===== src/pkg/gpio_port_pkg.sv =====
// Shared constants for the port A I/O block: register map, reset values,
// steering bit positions and bus response codes.
// Assumes a 32-bit AXI4-Lite register bus with byte addresses.
package gpio_port_pkg;

  // ****************************************************
  // Widths
  // ****************************************************
  localparam int ADDR_W = 8;              // Register bus address width
  localparam int DATA_W = 32;             // Register bus data width
  localparam int PORT_W = 8;              // Pins of port A
  localparam int GUARD_W = 4;             // Port B guard pins 4..7

  // ****************************************************
  // Register offsets (byte addresses)
  // ****************************************************
  localparam logic [ADDR_W-1:0] OFS_PIN_LEVEL = 8'h00;  // pin_level_reg_a
  localparam logic [ADDR_W-1:0] OFS_LATCH     = 8'h04;  // output_latch_a
  localparam logic [ADDR_W-1:0] OFS_DIR       = 8'h08;  // dir_reg_a
  localparam logic [ADDR_W-1:0] OFS_ANALOG    = 8'h0c;  // analog_select_a
  localparam logic [ADDR_W-1:0] OFS_STEER     = 8'h10;  // pin_steering_control

  // ****************************************************
  // Reset values and masks
  // ****************************************************
  localparam logic [PORT_W-1:0] RST_LATCH  = 8'h00;
  localparam logic [PORT_W-1:0] RST_DIR    = 8'hff;  // All pins input
  localparam logic [PORT_W-1:0] RST_ANALOG = 8'hff;  // All pins analog
  localparam logic [PORT_W-1:0] RST_STEER  = 8'h00;
  localparam logic [PORT_W-1:0] STEER_MASK = 8'h23;  // Implemented steering bits
  localparam logic [PORT_W-1:0] IN_ONLY_MASK = 8'h08; // Input-only pin mask
  localparam logic [DATA_W-PORT_W-1:0] RD_PAD = 24'h000000; // Upper read bits

  // ****************************************************
  // Bit positions
  // ****************************************************
  localparam int SS_ROUTE_BIT   = 5;  // slave_select_route
  localparam int GUARD_B_BIT    = 1;  // guard_b_route
  localparam int GUARD_A_BIT    = 0;  // guard_a_route
  localparam int IN_ONLY_PIN    = 3;  // port_a_bit3
  localparam int SS_PIN_SET     = 0;  // port_a_bit0
  localparam int SS_PIN_CLR     = 5;  // port_a_bit5
  localparam int GPIN_B4        = 0;  // Guard vector index of port_b_bit4
  localparam int GPIN_B5        = 1;  // port_b_bit5
  localparam int GPIN_B6        = 2;  // port_b_bit6
  localparam int GPIN_B7        = 3;  // port_b_bit7

  // ****************************************************
  // Bus responses
  // ****************************************************
  localparam logic [1:0] RESP_OKAY   = 2'h0;
  localparam logic [1:0] RESP_SLVERR = 2'h2;

  // Decode shared by read and write paths
  function automatic logic isMapped(input logic [ADDR_W-1:0] a);
    return (a == OFS_PIN_LEVEL) || (a == OFS_LATCH) || (a == OFS_DIR) ||
           (a == OFS_ANALOG) || (a == OFS_STEER);
  endfunction

endpackage


===== src/rtl/axi_lite_regs_slave.sv =====
// AXI4-Lite slave front end: turns bus transfers into register strobes.
// Assumes the register file answers reads combinationally from rdAddr.
`timescale 1ns/10ps
module axi_lite_regs_slave (
  input  wire logic                              clk_sys,
  input  wire logic                              nrst,
  input  wire logic [gpio_port_pkg::ADDR_W-1:0]  awaddr,
  input  wire logic                              awvalid,
  output logic                                   awready,
  input  wire logic [gpio_port_pkg::DATA_W-1:0]  wdata,
  input  wire logic [3:0]                        wstrb,
  input  wire logic                              wvalid,
  output logic                                   wready,
  output logic [1:0]                             bresp,
  output logic                                   bvalid,
  input  wire logic                              bready,
  input  wire logic [gpio_port_pkg::ADDR_W-1:0]  araddr,
  input  wire logic                              arvalid,
  output logic                                   arready,
  output logic [gpio_port_pkg::DATA_W-1:0]       rdata,
  output logic [1:0]                             rresp,
  output logic                                   rvalid,
  input  wire logic                              rready,
  output logic                                   wrEn,
  output logic [gpio_port_pkg::ADDR_W-1:0]       wrAddr,
  output logic [gpio_port_pkg::DATA_W-1:0]       wrData,
  output logic [3:0]                             wrStrb,
  output logic [gpio_port_pkg::ADDR_W-1:0]       rdAddr,
  input  wire logic [gpio_port_pkg::DATA_W-1:0]  rdData
);
  import gpio_port_pkg::*;

  // ****************************************************
  // State
  // ****************************************************
  logic              awFull, next_awFull;   // Write address held
  logic              wFull, next_wFull;     // Write data held
  logic [ADDR_W-1:0] awAddrQ, next_awAddrQ; // Held write address
  logic [DATA_W-1:0] wDataQ, next_wDataQ;   // Held write data
  logic [3:0]        wStrbQ, next_wStrbQ;   // Held strobes
  logic              next_bvalid;
  logic [1:0]        next_bresp;
  logic              next_rvalid;
  logic [DATA_W-1:0] next_rdata;
  logic [1:0]        next_rresp;
  logic              fire;                  // Both halves present
  logic              arTake;                // Read address taken

  // Each half is taken independently; one write at a time
  assign awready = !awFull;
  assign wready  = !wFull;
  assign arready = !rvalid;
  assign fire    = awFull && wFull && !bvalid;
  assign arTake  = arvalid && !rvalid;
  assign wrEn    = fire && isMapped(awAddrQ);
  assign wrAddr  = awAddrQ;
  assign wrData  = wDataQ;
  assign wrStrb  = wStrbQ;
  assign rdAddr  = araddr;

  // Next-state of both channels
  always_comb begin
    next_awFull  = (awFull && !fire) || (awvalid && !awFull);
    next_wFull   = (wFull && !fire) || (wvalid && !wFull);
    next_awAddrQ = (awvalid && !awFull) ? awaddr : awAddrQ;
    next_wDataQ  = (wvalid && !wFull) ? wdata : wDataQ;
    next_wStrbQ  = (wvalid && !wFull) ? wstrb : wStrbQ;
    next_bvalid  = fire || (bvalid && !bready);
    next_bresp   = bresp;
    if (fire) begin
      // Unmapped address answers with an error and writes nothing
      next_bresp = isMapped(awAddrQ) ? RESP_OKAY : RESP_SLVERR;
    end
    next_rvalid = arTake || (rvalid && !rready);
    next_rdata  = rdata;
    next_rresp  = rresp;
    if (arTake) begin
      next_rdata = isMapped(araddr) ? rdData : '0;
      next_rresp = isMapped(araddr) ? RESP_OKAY : RESP_SLVERR;
    end
  end

  // Register stage
  always_ff @(posedge clk_sys or negedge nrst) begin
    if (!nrst) begin
      awFull  <= 1'b0;
      wFull   <= 1'b0;
      awAddrQ <= '0;
      wDataQ  <= '0;
      wStrbQ  <= '0;
      bvalid  <= 1'b0;
      bresp   <= RESP_OKAY;
      rvalid  <= 1'b0;
      rdata   <= '0;
      rresp   <= RESP_OKAY;
    end else begin
      awFull  <= next_awFull;
      wFull   <= next_wFull;
      awAddrQ <= next_awAddrQ;
      wDataQ  <= next_wDataQ;
      wStrbQ  <= next_wStrbQ;
      bvalid  <= next_bvalid;
      bresp   <= next_bresp;
      rvalid  <= next_rvalid;
      rdata   <= next_rdata;
      rresp   <= next_rresp;
    end
  end

endmodule


===== src/rtl/pin_driver.sv =====
// Output stage of one port pin: priority between peripherals and latch.
// Assumes all inputs are synchronous to clk_sys; outputs are registered.
`timescale 1ns/10ps
module pin_driver #(
  parameter bit INPUT_ONLY = 1'b0          // Pin can never drive
) (
  input  wire logic clk_sys,
  input  wire logic nrst,
  input  wire logic hiEn,                  // Higher priority peripheral
  input  wire logic hiOut,
  input  wire logic loEn,                  // Lower priority peripheral
  input  wire logic loOut,
  input  wire logic latchBit,              // General purpose latch
  input  wire logic dirBit,                // 1 = input
  output logic      padOut,
  output logic      padOe
);
  logic next_padOut;
  logic next_padOe;

  // Highest enabled source wins; latch only when no peripheral claims the pin
  always_comb begin
    if (hiEn) begin
      next_padOut = hiOut;
    end else if (loEn) begin
      next_padOut = loOut;
    end else begin
      next_padOut = latchBit;
    end
    // Direction and INPUT_ONLY gate the driver; analog mode has no say here
    next_padOe = !dirBit && !INPUT_ONLY;
  end

  // Output flops keep pad timing clean at the cost of one cycle
  always_ff @(posedge clk_sys or negedge nrst) begin
    if (!nrst) begin
      padOut <= 1'b0;
      padOe  <= 1'b0;
    end else begin
      padOut <= next_padOut;
      padOe  <= next_padOe;
    end
  end

endmodule


===== src/rtl/io_port_with_pin_steering.sv =====
// Port A general purpose I/O with latch, direction, analog select and
// pin steering for the serial slave select and converter guard drives.
// Assumes pins and peripheral signals are synchronous to clk_sys, and
// software reaches the registers over AXI4-Lite.
//
// The AXI4-Lite interface to the registers and the register offsets were decided locally.
`timescale 1ns/10ps

// Function
// - Latch write equals pin-level register write
// - Latch reads latch; pin-level reads pins
// - Analog select disables digital input buffer
// - Enabled peripheral overrides latch; pin stays readable
// - Steering never touches direction; unselected pin untouched
// - Slave select on bit0 if set, else bit5
// - Guard B routing to port B 7/6
// - Guard A routing to port B 5/4
// - Direction 1 disables driver; 0 drives latch
// - Bit 3 input only; direction reads one
// - Port writes are read-modify-write into latch
// - Direction still drives; analog reads zero
// - Analog select leaves digital outputs working
// - Analog select bits set after reset
// - Highest priority enabled output owns pin
module io_port_with_pin_steering (
  input  wire logic                                clk_sys,
  input  wire logic                                nrst,
  // AXI4-Lite register bus
  input  wire logic [gpio_port_pkg::ADDR_W-1:0]    awaddr,
  input  wire logic                                awvalid,
  output logic                                     awready,
  input  wire logic [gpio_port_pkg::DATA_W-1:0]    wdata,
  input  wire logic [3:0]                          wstrb,
  input  wire logic                                wvalid,
  output logic                                     wready,
  output logic [1:0]                               bresp,
  output logic                                     bvalid,
  input  wire logic                                bready,
  input  wire logic [gpio_port_pkg::ADDR_W-1:0]    araddr,
  input  wire logic                                arvalid,
  output logic                                     arready,
  output logic [gpio_port_pkg::DATA_W-1:0]         rdata,
  output logic [1:0]                               rresp,
  output logic                                     rvalid,
  input  wire logic                                rready,
  // Port A pads
  input  wire logic [gpio_port_pkg::PORT_W-1:0]    padIn,
  output logic [gpio_port_pkg::PORT_W-1:0]         padOut,
  output logic [gpio_port_pkg::PORT_W-1:0]         padOe,
  // Competing peripheral outputs per pin
  input  wire logic [gpio_port_pkg::PORT_W-1:0]    periphHiEn,
  input  wire logic [gpio_port_pkg::PORT_W-1:0]    periphHiOut,
  input  wire logic [gpio_port_pkg::PORT_W-1:0]    periphLoEn,
  input  wire logic [gpio_port_pkg::PORT_W-1:0]    periphLoOut,
  // Digital input view for peripherals, analog pins read zero
  output logic [gpio_port_pkg::PORT_W-1:0]         digitalIn,
  output logic [gpio_port_pkg::PORT_W-1:0]         analogSel,
  // Serial port one slave select after steering
  output logic                                     serial1SlaveSelect,
  // Converter guard drives and their enables
  input  wire logic                                conv1GuardA,
  input  wire logic                                conv2GuardA,
  input  wire logic                                conv1GuardB,
  input  wire logic                                conv2GuardB,
  input  wire logic                                conv1GuardAEn,
  input  wire logic                                conv2GuardAEn,
  input  wire logic                                conv1GuardBEn,
  input  wire logic                                conv2GuardBEn,
  // Port B bits 4..7 guard drive, index 0 is bit 4
  output logic [gpio_port_pkg::GUARD_W-1:0]        guardPinOut,
  output logic [gpio_port_pkg::GUARD_W-1:0]        guardPinEn
);
  import gpio_port_pkg::*;

  // ****************************************************
  // Bus front end
  // ****************************************************
  logic              wrEn;      // One-cycle write strobe, mapped only
  logic [ADDR_W-1:0] wrAddr;
  logic [DATA_W-1:0] wrData;
  logic [3:0]        wrStrb;
  logic [ADDR_W-1:0] rdAddr;
  logic [DATA_W-1:0] rdData;    // Combinational read mux

  axi_lite_regs_slave busSlave (
    .clk_sys (clk_sys),
    .nrst    (nrst),
    .awaddr  (awaddr),
    .awvalid (awvalid),
    .awready (awready),
    .wdata   (wdata),
    .wstrb   (wstrb),
    .wvalid  (wvalid),
    .wready  (wready),
    .bresp   (bresp),
    .bvalid  (bvalid),
    .bready  (bready),
    .araddr  (araddr),
    .arvalid (arvalid),
    .arready (arready),
    .rdata   (rdata),
    .rresp   (rresp),
    .rvalid  (rvalid),
    .rready  (rready),
    .wrEn    (wrEn),
    .wrAddr  (wrAddr),
    .wrData  (wrData),
    .wrStrb  (wrStrb),
    .rdAddr  (rdAddr),
    .rdData  (rdData)
  );

  // ****************************************************
  // Register file
  // ****************************************************
  logic [PORT_W-1:0] latch, next_latch;     // output_latch_a
  logic [PORT_W-1:0] dir, next_dir;         // dir_reg_a
  logic [PORT_W-1:0] analog, next_analog;   // analog_select_a
  logic [PORT_W-1:0] steer, next_steer;     // pin_steering_control
  logic [PORT_W-1:0] laneMask;              // Byte lane 0 written

  // Digital buffer gated off on analog pins, so they read zero
  assign digitalIn = padIn & ~analog;
  assign analogSel = analog;
  assign laneMask  = {PORT_W{wrStrb[0]}};

  // Register updates
  always_comb begin
    next_latch  = latch;
    next_dir    = dir;
    next_analog = analog;
    next_steer  = steer;
    if (wrEn) begin
      unique case (wrAddr)
        // Both addresses land in the latch by the same path
        // Pins are read, merged with the written lane, stored
        OFS_PIN_LEVEL,
        OFS_LATCH: begin
          next_latch = (digitalIn & ~laneMask) | (wrData[PORT_W-1:0] & laneMask);
        end
        // The input-only pin keeps its direction bit at one
        OFS_DIR: begin
          if (wrStrb[0]) begin
            next_dir = wrData[PORT_W-1:0] | IN_ONLY_MASK;
          end
        end
        OFS_ANALOG: begin
          if (wrStrb[0]) begin
            next_analog = wrData[PORT_W-1:0];
          end
        end
        // Unimplemented steering bits are dropped on write
        OFS_STEER: begin
          if (wrStrb[0]) begin
            next_steer = wrData[PORT_W-1:0] & STEER_MASK;
          end
        end
        default: begin
          next_latch = latch;
        end
      endcase
    end
  end

  // Register flops; analog mode after reset, digital needs software
  always_ff @(posedge clk_sys or negedge nrst) begin
    if (!nrst) begin
      latch  <= RST_LATCH;
      dir    <= RST_DIR;
      analog <= RST_ANALOG;
      steer  <= RST_STEER;
    end else begin
      latch  <= next_latch;
      dir    <= next_dir;
      analog <= next_analog;
      steer  <= next_steer;
    end
  end

  // Read mux: latch shows stored values, pin level shows the pins
  always_comb begin
    rdData = '0;
    unique case (rdAddr)
      OFS_PIN_LEVEL: rdData = {RD_PAD, digitalIn};
      OFS_LATCH:     rdData = {RD_PAD, latch};
      OFS_DIR:       rdData = {RD_PAD, dir | IN_ONLY_MASK};
      OFS_ANALOG:    rdData = {RD_PAD, analog};
      OFS_STEER:     rdData = {RD_PAD, steer & STEER_MASK};
      default:       rdData = '0;
    endcase
  end

  // ****************************************************
  // Pad drivers
  // ****************************************************
  // Peripheral beats latch, direction gates driver, analog ignored
  for (genvar i = 0; i < PORT_W; i++) begin : g_pin
    pin_driver #(
      .INPUT_ONLY (i == IN_ONLY_PIN)
    ) drv (
      .clk_sys  (clk_sys),
      .nrst     (nrst),
      .hiEn     (periphHiEn[i]),
      .hiOut    (periphHiOut[i]),
      .loEn     (periphLoEn[i]),
      .loOut    (periphLoOut[i]),
      .latchBit (latch[i]),
      .dirBit   (dir[i]),
      .padOut   (padOut[i]),
      .padOe    (padOe[i])
    );
  end

  // ****************************************************
  // Pin steering
  // ****************************************************
  logic                 next_ss;
  logic [GUARD_W-1:0]   next_guardOut;
  logic [GUARD_W-1:0]   next_guardEn;

  // Steering only moves functions; dir is never written here
  always_comb begin
    // Slave select follows its selected pin only
    next_ss = steer[SS_ROUTE_BIT] ? digitalIn[SS_PIN_SET] : digitalIn[SS_PIN_CLR];
    if (steer[GUARD_A_BIT]) begin
      next_guardOut[GPIN_B5] = conv1GuardA;
      next_guardEn[GPIN_B5]  = conv1GuardAEn;
      next_guardOut[GPIN_B4] = conv2GuardA;
      next_guardEn[GPIN_B4]  = conv2GuardAEn;
    end else begin
      next_guardOut[GPIN_B4] = conv1GuardA;
      next_guardEn[GPIN_B4]  = conv1GuardAEn;
      next_guardOut[GPIN_B5] = conv2GuardA;
      next_guardEn[GPIN_B5]  = conv2GuardAEn;
    end
    if (steer[GUARD_B_BIT]) begin
      next_guardOut[GPIN_B7] = conv1GuardB;
      next_guardEn[GPIN_B7]  = conv1GuardBEn;
      next_guardOut[GPIN_B6] = conv2GuardB;
      next_guardEn[GPIN_B6]  = conv2GuardBEn;
    end else begin
      next_guardOut[GPIN_B6] = conv1GuardB;
      next_guardEn[GPIN_B6]  = conv1GuardBEn;
      next_guardOut[GPIN_B7] = conv2GuardB;
      next_guardEn[GPIN_B7]  = conv2GuardBEn;
    end
  end

  // Steering outputs are registered, one cycle behind their sources
  always_ff @(posedge clk_sys or negedge nrst) begin
    if (!nrst) begin
      serial1SlaveSelect <= 1'b0;
      guardPinOut        <= '0;
      guardPinEn         <= '0;
    end else begin
      serial1SlaveSelect <= next_ss;
      guardPinOut        <= next_guardOut;
      guardPinEn         <= next_guardEn;
    end
  end
endmodule


===== config.mk =====
export PLATFORM = sky130hd
export DESIGN_NAME = io_port_with_pin_steering
export DESIGN_NICKNAME = d
export VERILOG_FILES = /design/src/pkg/gpio_port_pkg.sv /design/src/rtl/axi_lite_regs_slave.sv /design/src/rtl/pin_driver.sv /design/src/rtl/io_port_with_pin_steering.sv
export SDC_FILE = /design/constraint.sdc
export NUM_CORES = 1
export LEC_CHECK = 0
export BUFFER_PORTS_ARGS = -buffer_cell sky130_fd_sc_hd__buf_4
export CORE_UTILIZATION = 42
export DETAILED_ROUTE_END_ITERATION = 8
export GPL_TIMING_DRIVEN = 0
export PLACE_DENSITY_LB_ADDON = 0.05
export SLEW_MARGIN = 20
export SYNTH_ARGS = -nofsm -noshare
export SYNTH_HDL_FRONTEND = slang
export SYNTH_SLANG_ARGS = --single-unit

===== constraint.sdc =====
create_clock -name clk_sys -period 1.7 [get_ports clk_sys]
set_input_delay 0.34 -clock clk_sys [delete_from_list [all_inputs] [get_ports clk_sys]]
set_output_delay 0.34 -clock clk_sys [all_outputs]
set_load 0.02 [all_outputs]

## Yosys cells after proc, flatten, opt, wreduce, memory -nomap -nowiden

Cells that the tools add are included.

- Bits in registers: 107
- Bits of input ports: 107
- Output and inout port bits: 82
- Word-level logic and storage cells: 114

- Equal/unequal tests: 8
- Muxes and demuxes: 25
- Bitwise operators: 6
- Reduce and logical (&&, ||, !) cells: 43

Operators by type and width:

| kind | count |
|---|---|
| $pmux 8 s5 | 1 |
| $eq 8x4->1 const B | 4 |
| $and 8x8->8 | 3 |
| $mux 1 | 17 |
| $eq 8x3->1 const B | 2 |
| $eq 8x5->1 const B | 2 |
| $logic_not 8->1 | 2 |
| $not 8->8 | 2 |
| $logic_not 1->1 | 14 |
| $logic_or 1x1->1 | 12 |
| $mux 2 | 6 |
| $logic_and 1x1->1 | 10 |
| $reduce_and 3->1 | 3 |
| $mux 8 | 1 |
| $or 8x8->8 | 1 |
| $reduce_and 2->1 | 1 |
| $reduce_or 2->1 | 1 |

## Longest topological paths before layout

Gate-level depths: netlist of run 1.

- Depth after elaboration: 7
- Depth in mapped cells: 6

## Hierarchy

From an unflattened synthesis of run 1, not the netlist that was laid out.

- Cells, all modules: 393
- Area, all modules: 5587.9 um2

By module, submodules not included:

| module | times used | cells an instance | area each (um2) | seq. area each (um2) |
|---|---|---|---|---|
| axi_lite_regs_slave | 1 | 203 | 3159.3 | 2052.0 |
| io_port_with_pin_steering | 1 | 142 | 1865.5 | 894.6 |
| pin_driver at g_pin[0].drv ... | 7 | 6 | 72.6 | 50.0 |
| pin_driver at g_pin[3].drv | 1 | 6 | 55.1 | 25.0 |

## Worst setup path after synthesis of run 1

Ideal clock, no wire load.

- Kind: reg2reg
- Start point: reg busSlave.awAddrQ[0] (netlist: busSlave.wrAddr[0])
- End point: reg dir[0]
- Setup time: 82 ps
- Data arrival time: 1737 ps
- Required time: 1618 ps
- Setup slack: -120 ps
- Stages on the path, launching flop included: 6
- Path buffers: 1
- Period minus slack after synthesis: 1820 ps
- Cells stage by stage: dfrtp_1 -> or4_4 -> nor3_4 -> and4b_1 -> buf_4 -> mux2_2

- Cells in the longest elaborated chain, start to end: 7
- Elaborated cells on any way between the ends: 11
- Those cells by class: eq/ne: 4; reduce/logical: 7

RTL lines:

| what | RTL line | text |
|---|---|---|
| start: declaration | axi_lite_regs_slave.sv:38 | `logic [ADDR_W-1:0] awAddrQ, next_awAddrQ;` |
| start signal: assignment | axi_lite_regs_slave.sv:99 | `awAddrQ <= next_awAddrQ;` |
| $eq 8x3->1 / $logic_not 8->1 (equally long branches) | gpio_port_pkg.sv:56 | `return (a == OFS_PIN_LEVEL) \|\| (a == OFS_LATCH) \|\| (a == OFS_DIR) \|\|` |
| $logic_or 1x1->1 (3 in series) | gpio_port_pkg.sv:56 |  |
| $logic_or 1x1->1 | gpio_port_pkg.sv:57 | `(a == OFS_ANALOG) \|\| (a == OFS_STEER);` |
| $logic_and 1x1->1 | axi_lite_regs_slave.sv:55 | `assign wrEn = fire && isMapped(awAddrQ);` |
| $reduce_and 3->1 (no line) * | - |  |
| end signal: assignment | io_port_with_pin_steering.sv:174 | `dir <= next_dir;` |
| end: declaration | io_port_with_pin_steering.sv:117 | `logic [PORT_W-1:0] dir, next_dir;` |

Mark *: on every way between the ends. The rest lies on a longest branch, timed or not.
A chain may end at the register's enable or synchronous reset.

## Worst setup path after layout of run 1

- Start point: reg busSlave.awAddrQ[6] (netlist: busSlave.wrAddr[6])
- End point: reg dir[1]

The elaborated chain is that of the path after synthesis.

==> summary.md, run 1 <==
| Metric | Value |
|---|---|
| R2r endpoint | `dir[1]` |
| CP endpoint kind | `register` |
| Vias in the first global route | `2870` |
| Placed Area | `5096 µm²` |
| Cells along the critical path | `or4_4 > nor3_4 > and4b_1 > buf_6 > mux2_4` |
| H-Tree Depth | `3` |
| N_diodes | `0` |
| Peak supply drop | `949.6 µV` |
| Slowest stage cell, crit path | `or4_4` |
| Vias per inst | `4.760` |
| Pleak | `2.602 nW` |
| Final min period | `1861 ps` |
| TritonCTS clock tree | `built` |
| Worst rel slew slack | `0.5154` |
| Die width | `97.88 µm` |
| Setup violators final | `26` |
| Area growth from synthesis to layout | `41.02%` |
| Hold Path Class | `in -> async` |
| Final hold violations | `0` |
| R2R Setup Slk | `-160 ps` |
| Cell Area, Synth | `3861 µm²` |
| Final max-slew violation count | `0` |
| Unrepaired setup endpoints after global routing | `yes` |
| Finished Core Util | `0.6184` |
| Synth Area in Simple Gates | `0.1047` |
| Via count | `2918` |
| Reg2reg start | `busSlave.wrAddr[6]` |
| Row count | `34` |
| Initial antenna violation count | `0` |
| Final Cell Area | `5445 µm²` |
| Failing checks | `DRC, setup timing` |
| Hpwl dp | `6.698 mm` |
| MaxCap Viol Count | `0` |
| Wire per inst | `14.73 µm` |
| RePlAce Congestion | `0.8065` |
| Max clock buf depth | `2` |
| Final period util | `1.095` |
| Buf/Inv on CP | `1` |
| PwrDens | `1234 nW/µm²` |
| Root buf cell | `clkbuf_8` |
| Reg2Reg Depth | `5` |
| Gr usage total | `0.1984` |
| Worst Tran Pin Value | `726.9 ps` |
| Most frequent cells in the layout | `buf_4, dfrtp_1, mux2_2` |
| Worst Setup Path Type | `reg -> reg` |
| Adder-Cell Fraction of Synth Area | `0` |
| Pre-CTS WS | `-275.8 ps` |
| Compound-Gate Fraction of Synth Area | `0.07777` |
| CTS sink cnt | `81` |
| Core ar. | `8806 µm²` |
| Commonest non-fill, non-tap cell in the layout | `buf_4` |
| Initial core utilization | `0.4385` |
| 1st-iter DRT viols | `117` |
| Fmax | `537.3 MHz` |
| First-pass GRT wire length | `14.72 mm` |
| DIE AREA | `9580 µm²` |
| Ports | `189` |
| Total power | `0.006719 W` |
| Post-synth cell types | `40` |
| Synth Instances | `326` |
| Crit-path max cell delay | `550 ps` |
| Critical path required time | `1980 ps` |
| Number of buffers created by CTS | `9` |
| CP Launch Type | `register` |
| XOR/XNOR share of the synthesized area | `0` |
| Clock transition at path regs | `80 ps` |
| Final Skew | `6.740 ps` |
| Largest family of logic cells by synthesized area | `multiplexers` |
| Seq cells post-synth | `81` |
| PortBufs | `133` |
| Residual DRC | `18` |
| Multiplexer share of the synthesized area | `0.1808` |
| Crit-path leading delay family | `simple AND/OR/NAND/NOR gates` |
| Syn_area_per_cell | `11.84 µm²` |
| Largest net degree at the start of global routing | `82` |
| Clk_lat worst skew | `350 ps` |
| GRT overflow | `0` |
| Final WL | `9.031 mm` |
| Nets | `607` |
| DRT antenna net count | `0` |
| DR pass1 iterations | `6` |
| Layout cell share with drive strength beyond 1 | `0.5287` |
| CP arrival | `2140 ps` |
| Worst path depth | `5` |
| Status | `finished with violations` |
| Synth warn | `0` |
| Register area share after synthesis | `0.5298` |
| Final worst setup slack | `-161.1 ps` |
| Crit path max fanout | `7` |
| CTS Hold Bufs | `0` |
| Chip Height | `97.88 µm` |
==> per-stage QoR <==
stage | std cells | TNS [ps] | hold slack (ps)
floorplan | 352 | -852.1 | 44.41
global placement | 593 | -6333 | 428.6
finish | 613 | -3206 | 18.67
global route | 613 | -5514 | 82.33
detailed placement | 593 | -6802 | 429.6
CTS | 613 | -4830 | 147.8
==> area by class of cell <==
| type | count | area, µm² |
|---|---|---|
| clock inverters | 7 | 142.6 |
| well taps | 108 | 135.1 |
| clock buffers | 9 | 123.9 |
| plain buffers | 50 | 361.6 |
| repair buffers | 137 | 1032 |
| multi-input cells | 207 | 1551 |
| inverters | 14 | 52.55 |
| fillers | 767 | 3361 |
| flip-flops and latches | 81 | 2046 |
==> cell usage after synthesis <==
master	n	area, µm²
inv_1	13	48.80
o31ai_1	1	7.510
a21oi_1	10	50.05
o21a_1	2	15.01
buf_4	43	322.8
clkbuf_1	5	18.77
a221oi_1	1	8.760
nand2b_1	2	12.51
or2_1	1	6.260
nor3_1	2	10.01
nand4_2	1	12.51
nor4_1	1	6.260
nor4b_2	1	15.01
buf_1	1	3.750
nor4b_4	1	23.77
a2bb2oi_1	4	35.03
conb_1	1	3.750
mux2_2	44	495.5
nor2b_1	13	81.33
nor3_4	1	16.27
nor2_1	14	52.55
mux2i_1	18	180.2
o21bai_1	2	15.01
a31oi_1	1	6.260
dfstp_2	15	394.1
or3_1	2	12.51
mux4_2	1	22.52
buf_6	1	11.26
o21ai_0	19	95.09
nand2_1	19	71.32
o211ai_1	3	22.52
nand4_1	4	25.02
or4_1	1	7.510
dfrtp_1	66	1652
nor4b_1	1	8.760
a22oi_1	6	45.04
clkinv_1	1	3.750
nand3b_2	1	11.26
or4_4	1	11.26
and4b_1	2	20.02
==> registers in the layout (all words and copies together) (netlist names), 3 cells and up <==
signal and count:
analogSel 8, busSlave.rdata 8, busSlave.wrAddr 8, busSlave.wrData 8
dir 7, g_pin.drv.padOe 7, g_pin.drv.padOut 8, guardPinEn 4
guardPinOut 4, latch 8, steer 3
==> worst max-delay path by stage <==
stage                        end               start  slack (ps)
finish                    dir[1]  busSlave.wrAddr[6]        -160
global route        analogSel[0]  busSlave.wrAddr[6]        -250
CTS                       dir[5]  busSlave.wrAddr[6]        -220
detailed placement      latch[6]  busSlave.wrAddr[0]        -280
global placement        latch[5]  busSlave.wrAddr[0]        -240
floorplan                 dir[0]  busSlave.wrAddr[0]        -120
==> timing repair <==
| item | 4_1_cts | 5_1_grt |
|---|---|---|
| pin swaps | 3 | 3 |
| endpoints found under the setup margin | 26 | 31 |
| buffers inserted | 4 | 0 |
| resized for setup | 8 | 5 |
==> metal layers <==
metal | global-route usage | wire [µm] | vias to the layer above
met1 | 0.2702 | 4081 | 1379
li1 | - | - | 1419
met2 | 0.3120 | 4198 | 110
met5 | 0 | 0 | -
met3 | 0.04295 | 615 | 10
met4 | 0.07343 | 136 | 0
==> report_power, final <==
group / internal [W] / leakage [nW] / switching [W] / total [W]
logic: 0.00104 / 1.56 / 0.000925 / 0.00197
clock network: 0.00113 / 0.133 / 0.000715 / 0.00184
registers: 0.00245 / 0.906 / 0.000457 / 0.00291
total: 0.00462 / 2.60 / 0.00210 / 0.00672
==> logic make-up (layout without fill, tap and decap cells) <==
group | Yosys count | count (layout)
and+or+nand+nor | 68 | 68
other | 1 | 27
AOI/OAI and AO/OA | 49 | 49
muxes | 63 | 63
buffers and inverters | 64 | 217
DFF | 81 | 81
No activity file was read; power rests on OpenSTA's default activity.
==> run 2: changes to the inputs <==
SETUP_SLACK_MARGIN = 0.3   (was default)
==> summary.md, run 2 (synthesis results as in run 1) <==
| Metric | Value |
|---|---|
| Status | `finished with violations (unchanged)` |
| Failing checks | `DRC, setup timing (unchanged)` |
| DR pass1 iterations | `6 (unchanged)` |
| N_diodes | `0 (unchanged)` |
| Final max-slew violation count | `0 (unchanged)` |
| RePlAce Congestion | `0.7904 (was 0.8065)` |
| Most frequent cells in the layout | `buf_4, dfrtp_1, mux2_2 (unchanged)` |
| H-Tree Depth | `3 (unchanged)` |
| PwrDens | `1170 nW/µm² (was 1234 nW/µm²)` |
| Ports | `189 (unchanged)` |
| MaxCap Viol Count | `0 (unchanged)` |
| Final worst setup slack | `-196.0 ps (was -161.1 ps)` |
| TritonCTS clock tree | `built (unchanged)` |
| Root buf cell | `clkbuf_8 (unchanged)` |
| Number of buffers created by CTS | `9 (unchanged)` |
| Routed length on met3 | `679 µm (was 615 µm)` |
| Layout cell share with drive strength beyond 1 | `0.6179 (was 0.5287)` |
| Hpwl dp | `6.679 mm (was 6.698 mm)` |
| 1st-iter DRT viols | `96 (was 117)` |
| Final Skew | `7.648 ps (was 6.740 ps)` |
| Pre-CTS WS | `-252.6 ps (was -275.8 ps)` |
| Initial core utilization | `0.4385 (unchanged)` |
| Row count | `34 (unchanged)` |
| CP Launch Type | `register (unchanged)` |
| Chip Height | `97.88 µm (unchanged)` |
| CTS sink cnt | `81 (unchanged)` |
| Worst Tran Pin Value | `504.3 ps (was 726.9 ps)` |
| Hold Path Class | `in -> reg (was in -> async)` |
| Final hold violations | `0 (unchanged)` |
| Pleak | `2.779 nW (was 2.602 nW)` |
| DR WL met2 | `4.496 mm (was 4.198 mm)` |
| CP arrival | `2170 ps (was 2140 ps)` |
| Nets | `628 (was 607)` |
| CP endpoint kind | `register (unchanged)` |
| Setup violators final | `26 (unchanged)` |
| Worst Setup Path Type | `reg -> reg (unchanged)` |
| Top sig layer | `met4 (unchanged)` |
| Max clock buf depth | `2 (unchanged)` |
| Via count | `3021 (was 2918)` |
| GRT overflow | `0 (unchanged)` |
| Final period util | `1.115 (was 1.095)` |
| Fmax | `527.4 MHz (was 537.3 MHz)` |
| Clock transition at path regs | `80 ps (about the same)` |
| Core ar. | `8806 µm² (unchanged)` |
| DRT antenna net count | `0 (unchanged)` |
| Filler cell count in the final layout | `699 (was 767)` |
| Largest net degree at the start of global routing | `82 (unchanged)` |
| Vias in the first global route | `3018 (was 2870)` |
| Area growth from synthesis to layout | `50.97% (was 41.02%)` |
| Initial antenna violation count | `0 (unchanged)` |
| Unrepaired setup endpoints after global routing | `yes (unchanged)` |
| Met1 WL | `4.049 mm (was 4.081 mm)` |
| Commonest non-fill, non-tap cell in the layout | `buf_4 (unchanged)` |
| Critical path required time | `1970 ps (was 1980 ps)` |
| Residual DRC | `19 (was 18)` |
| Clk_lat worst skew | `340 ps (was 350 ps)` |
| Crit path max fanout | `7 (unchanged)` |
| Gr usage total | `0.2036 (was 0.1984)` |
| Final WL | `9.338 mm (was 9.031 mm)` |
| PortBufs | `133 (unchanged)` |
| First-pass GRT wire length | `15.29 mm (was 14.72 mm)` |
| DIE AREA | `9580 µm² (unchanged)` |
| Sum of negative setup slack | `-3475 ps (was -3206 ps)` |
| Wire per inst | `14.73 µm (about the same)` |
| Die width | `97.88 µm (unchanged)` |
| Vias per inst | `4.765 (was 4.760)` |
| Worst rel slew slack | `0.6638 (was 0.5154)` |
| Peak supply drop | `840.5 µV (was 949.6 µV)` |
| Final min period | `1896 ps (was 1861 ps)` |
run 2: changes by cell type in the layout (fill, tap and decap cells not counted), moves of 3 or more:
cell	previous run	this run
a21oi_1	10	2
a21oi_2	0	8
buf_6	3	23
clkbuf_2	1	4
mux2_2	37	43
mux2_4	7	1
nor2_1	14	6
nor2_2	0	8
nor2b_1	11	6
nor2b_4	0	7
run 2: worst max-delay path, stage by stage, from the launching register on:
cell and delay, ps:
dfrtp_1 380, or4_4 580, nor3_4 140, and4b_1 230, buf_6 150, mux2_2 330
run 2: area by class of cell:
type	instances	area [µm²]	share of cell area
Buffer	50	366.6	0.06289
Clock buffer	10	127.6	0.02189
Clock inverter	6	115.1	0.01975
Inverter	14	52.55	0.009015
Multi-Input combinational cell	207	1707	0.2928
Sequential cell	81	2046	0.3509
Tap cell	108	135.1	0.02318
Timing Repair Buffer	158	1280	0.2196
run 2: metal layers:
metal / track usage / up-vias
met2: 0.3304 / 122
met5: 0 / -
met4: 0.07110 / 0
met3: 0.04868 / 10
li1: - / 1460
met1: 0.2666 / 1429
run 2: stage by stage:
step | total power, W | hold slack, ps | utilization | cell area [µm²] | std cells
floorplan | 0.004133 | 44.41 | - | 4005 | 352
global placement | 0.004858 | 429.0 | 0.5835 | 5139 | 593
detailed placement | 0.004912 | 431.7 | 0.5835 | 5139 | 593
CTS | 0.006808 | 154.7 | 0.6475 | 5702 | 628
global route | 0.007223 | 155.9 | 0.6620 | 5829 | 634
finish | 0.006821 | 162.7 | 0.6620 | 5829 | 634
run 2: worst paths after layout:
check                                    from                  end  slack, ps  cells past startpoint
min in group asynchronous                nrst  g_pin[2].drv.padOut        500                      2
setup / recovery           busSlave.wrAddr[0]               dir[2]       -200                      5
setup reg to reg           busSlave.wrAddr[0]               dir[2]       -200                      5
hold / removal                         rready      busSlave.rvalid        160                      2
hold reg to reg                        dir[7]   g_pin[7].drv.padOe        450                      1
max in group asynchronous                nrst               dir[6]        530                      3
run 2: report_power, final:
part / switching, W / total, W / internal, W
logic: 0.000989 / 0.00218 / 0.00119
registers: 0.000489 / 0.00294 / 0.00245
clock network: 0.000713 / 0.00170 / 0.000984
run 2: timing repair:
action,CTS,global route
buffers inserted,18,4
cloned,1,0
setup endpoints to repair,57,64
pin swaps,7,3
endpoints found under the hold margin,0,35
gates resized for setup,50,23
hold buffers,0,1
==> run 3: changes to the inputs <==
RECOVER_POWER = 25   (was default)
==> summary.md, run 3 (synthesis results as in run 1) <==
| Metric | Value |
|---|---|
| First-pass GRT wire length | `15.29 mm (unchanged)` |
| Crit-path max cell delay | `580 ps (about the same)` |
| Buf/Inv on CP | `1 (unchanged)` |
| Crit path max fanout | `7 (unchanged)` |
| Worst Hold Path EP | `busSlave.rvalid (unchanged)` |
| DRT antenna net count | `0 (unchanged)` |
| Vias per inst | `4.744 (was 4.765)` |
| Final period util | `1.115 (about the same)` |
| Nets | `628 (unchanged)` |
| Chip Height | `97.88 µm (unchanged)` |
| DIE AREA | `9580 µm² (unchanged)` |
| Hold path depth | `2 (unchanged)` |
| Worst Setup Path Type | `reg -> reg (unchanged)` |
| Pleak | `2.780 nW (was 2.779 nW)` |
| N_diodes | `0 (unchanged)` |
| Hold Path Class | `in -> reg (unchanged)` |
| Filler cell count in the final layout | `700 (was 699)` |
| Commonest non-fill, non-tap cell in the layout | `buf_4 (unchanged)` |
| Root buf cell | `clkbuf_8 (unchanged)` |
| Final max-slew violation count | `0 (unchanged)` |
| Core ar. | `8806 µm² (unchanged)` |
| CP endpoint kind | `register (unchanged)` |
| MaxCap Viol Count | `0 (unchanged)` |
| Failing checks | `DRC, setup timing (unchanged)` |
| Area growth from synthesis to layout | `50.91% (was 50.97%)` |
| Fmax | `527.7 MHz (was 527.4 MHz)` |
| Worst path depth | `5 (unchanged)` |
| R2R Setup Slk | `-200 ps (about the same)` |
| GRT overflow | `0 (unchanged)` |
| R2r endpoint | `dir[2] (unchanged)` |
| Wire per inst | `14.74 µm (was 14.73 µm)` |
| Unrepaired setup endpoints after global routing | `yes (unchanged)` |
| Hpwl dp | `6.679 mm (unchanged)` |
| Clk_lat worst skew | `350 ps (was 340 ps)` |
| Final min period | `1895 ps (was 1896 ps)` |
| Total power | `0.006814 W (was 0.006821 W)` |
| Peak supply drop | `841.3 µV (was 840.5 µV)` |
| CP Launch Type | `register (unchanged)` |
| Initial core utilization | `0.4385 (unchanged)` |
| Via count | `3008 (was 3021)` |
| Worst rel slew slack | `0.3492 (was 0.6638)` |
| Crit-path leading delay family | `simple AND/OR/NAND/NOR gates (unchanged)` |
| Final worst setup slack | `-195.1 ps (was -196.0 ps)` |
| Residual DRC | `19 (unchanged)` |
| PortBufs | `133 (unchanged)` |
| PwrDens | `1169 nW/µm² (was 1170 nW/µm²)` |
| Reg2reg start | `busSlave.wrAddr[0] (unchanged)` |
| Clock transition at path regs | `80 ps (about the same)` |
| RePlAce Congestion | `0.7904 (unchanged)` |
| H-Tree Depth | `3 (unchanged)` |
| Gr usage total | `0.2036 (unchanged)` |
| Vias in the first global route | `3018 (unchanged)` |
| Final WL | `9.346 mm (was 9.338 mm)` |
| Worst Tran Pin Value | `976.2 ps (was 504.3 ps)` |
| Ports | `189 (unchanged)` |
| Most frequent cells in the layout | `buf_4, dfrtp_1, mux2_2 (unchanged)` |
| Slowest stage cell, crit path | `or4_4 (unchanged)` |
| DR pass1 iterations | `7 (was 6)` |
| Finished Core Util | `0.6617 (was 0.6620)` |
| CP arrival | `2170 ps (about the same)` |
| CTS sink cnt | `81 (unchanged)` |
| 1st-iter DRT viols | `93 (was 96)` |
| Status | `finished with violations (unchanged)` |
| Initial antenna violation count | `0 (unchanged)` |
| Multi-input gate area | `1707 µm² (unchanged)` |
| Die width | `97.88 µm (unchanged)` |
| Max clock buf depth | `2 (unchanged)` |
| Cells along the critical path | `or4_4 > nor3_4 > and4b_1 > buf_6 > mux2_2 (unchanged)` |
| Area occupied by registers | `2046 µm² (unchanged)` |
| TritonCTS clock tree | `built (unchanged)` |
| Setup violators final | `26 (unchanged)` |
| Row count | `34 (unchanged)` |
| Number of buffers created by CTS | `9 (unchanged)` |
| Largest net degree at the start of global routing | `82 (unchanged)` |
| Final hold violations | `0 (unchanged)` |
| Final Skew | `8.045 ps (was 7.648 ps)` |
| Reg2Reg Depth | `5 (unchanged)` |
| Worst Hold Launch | `rready (unchanged)` |
| Critical path required time | `1970 ps (about the same)` |
| Layout cell share with drive strength beyond 1 | `0.6084 (was 0.6179)` |
[run 3: cell count changes in the layout (fill, tap and decap cells not counted), sizes merged]
cell,previous run,this run
buf,202,201
clkbuf,15,16
[run 3: through the flow]
step / cells / cell area (µm²) / TNS, ps / hold WS [ps] / worst slack [ps]
after floorplan: 352 / 4005 / -841.5 / 44.41 / -116.4
after global placement: 593 / 5139 / -5501 / 429.0 / -259.5
after detailed placement: 593 / 5139 / -5757 / 431.7 / -252.6
after CTS: 628 / 5702 / -3811 / 154.7 / -208.2
after global routing: 634 / 5827 / -5560 / 155.9 / -268.7
final: 634 / 5827 / -3484 / 162.6 / -195.1
[run 3: report_power, final]
part | leakage, nW | switching, W | internal [W]
registers | 0.907 | 0.000489 | 0.00245
clock network | 0.117 | 0.000712 | 0.000984
logic | 1.76 | 0.000989 | 0.00119
[run 3: layout make-up]
type / count / area share
plain buffers: 50 / 0.06292
clock buffers: 10 / 0.02190
clock inverters: 6 / 0.01976
inverters: 14 / 0.009019
multi-input cells: 207 / 0.2929
flip-flops and latches: 81 / 0.3511
well taps: 108 / 0.02319
repair buffers: 158 / 0.2192
[run 3: worst reg2reg max path, delay by kind of cell (launching register included)]
| family | cells | cell delay (ps) |
|---|---|---|
| and+or+nand+nor | 3 | 950 |
| buffers and inverters | 1 | 150 |
| DFF | 1 | 380 |
| muxes | 1 | 340 |
[run 3: how the worst max path moves through the flow]
stage | to | start | slack [ps]
2_1_floorplan | dir[0] | busSlave.wrAddr[0] | -120
3_3_place_gp | latch[5] | busSlave.wrAddr[0] | -260
3_5_place_dp | latch[6] | busSlave.wrAddr[0] | -250
4_1_cts | dir[2] | busSlave.wrAddr[0] | -210
5_1_grt | steer[0] | busSlave.wrAddr[0] | -270
6_report | dir[2] | busSlave.wrAddr[0] | -200
[run 3: repair_timing]
item / 4_1_cts / 5_1_grt
hold buffers: 0 / 1
cloned: 1 / 0
buffers inserted: 18 / 4
gates resized for setup: 50 / 23
pin swaps: 7 / 3
endpoints found under the hold margin: 0 / 35
endpoints found under the setup margin: 57 / 64
[run 3: routing by layer]
metal  vias up  global-route usage  part of all wire
met5         -                   0                 0
met4         0             0.07110             0.015
met3        12             0.04868             0.074
met2       119              0.3304              0.48
met1      1418              0.2666              0.43
li1       1459                   -                 -
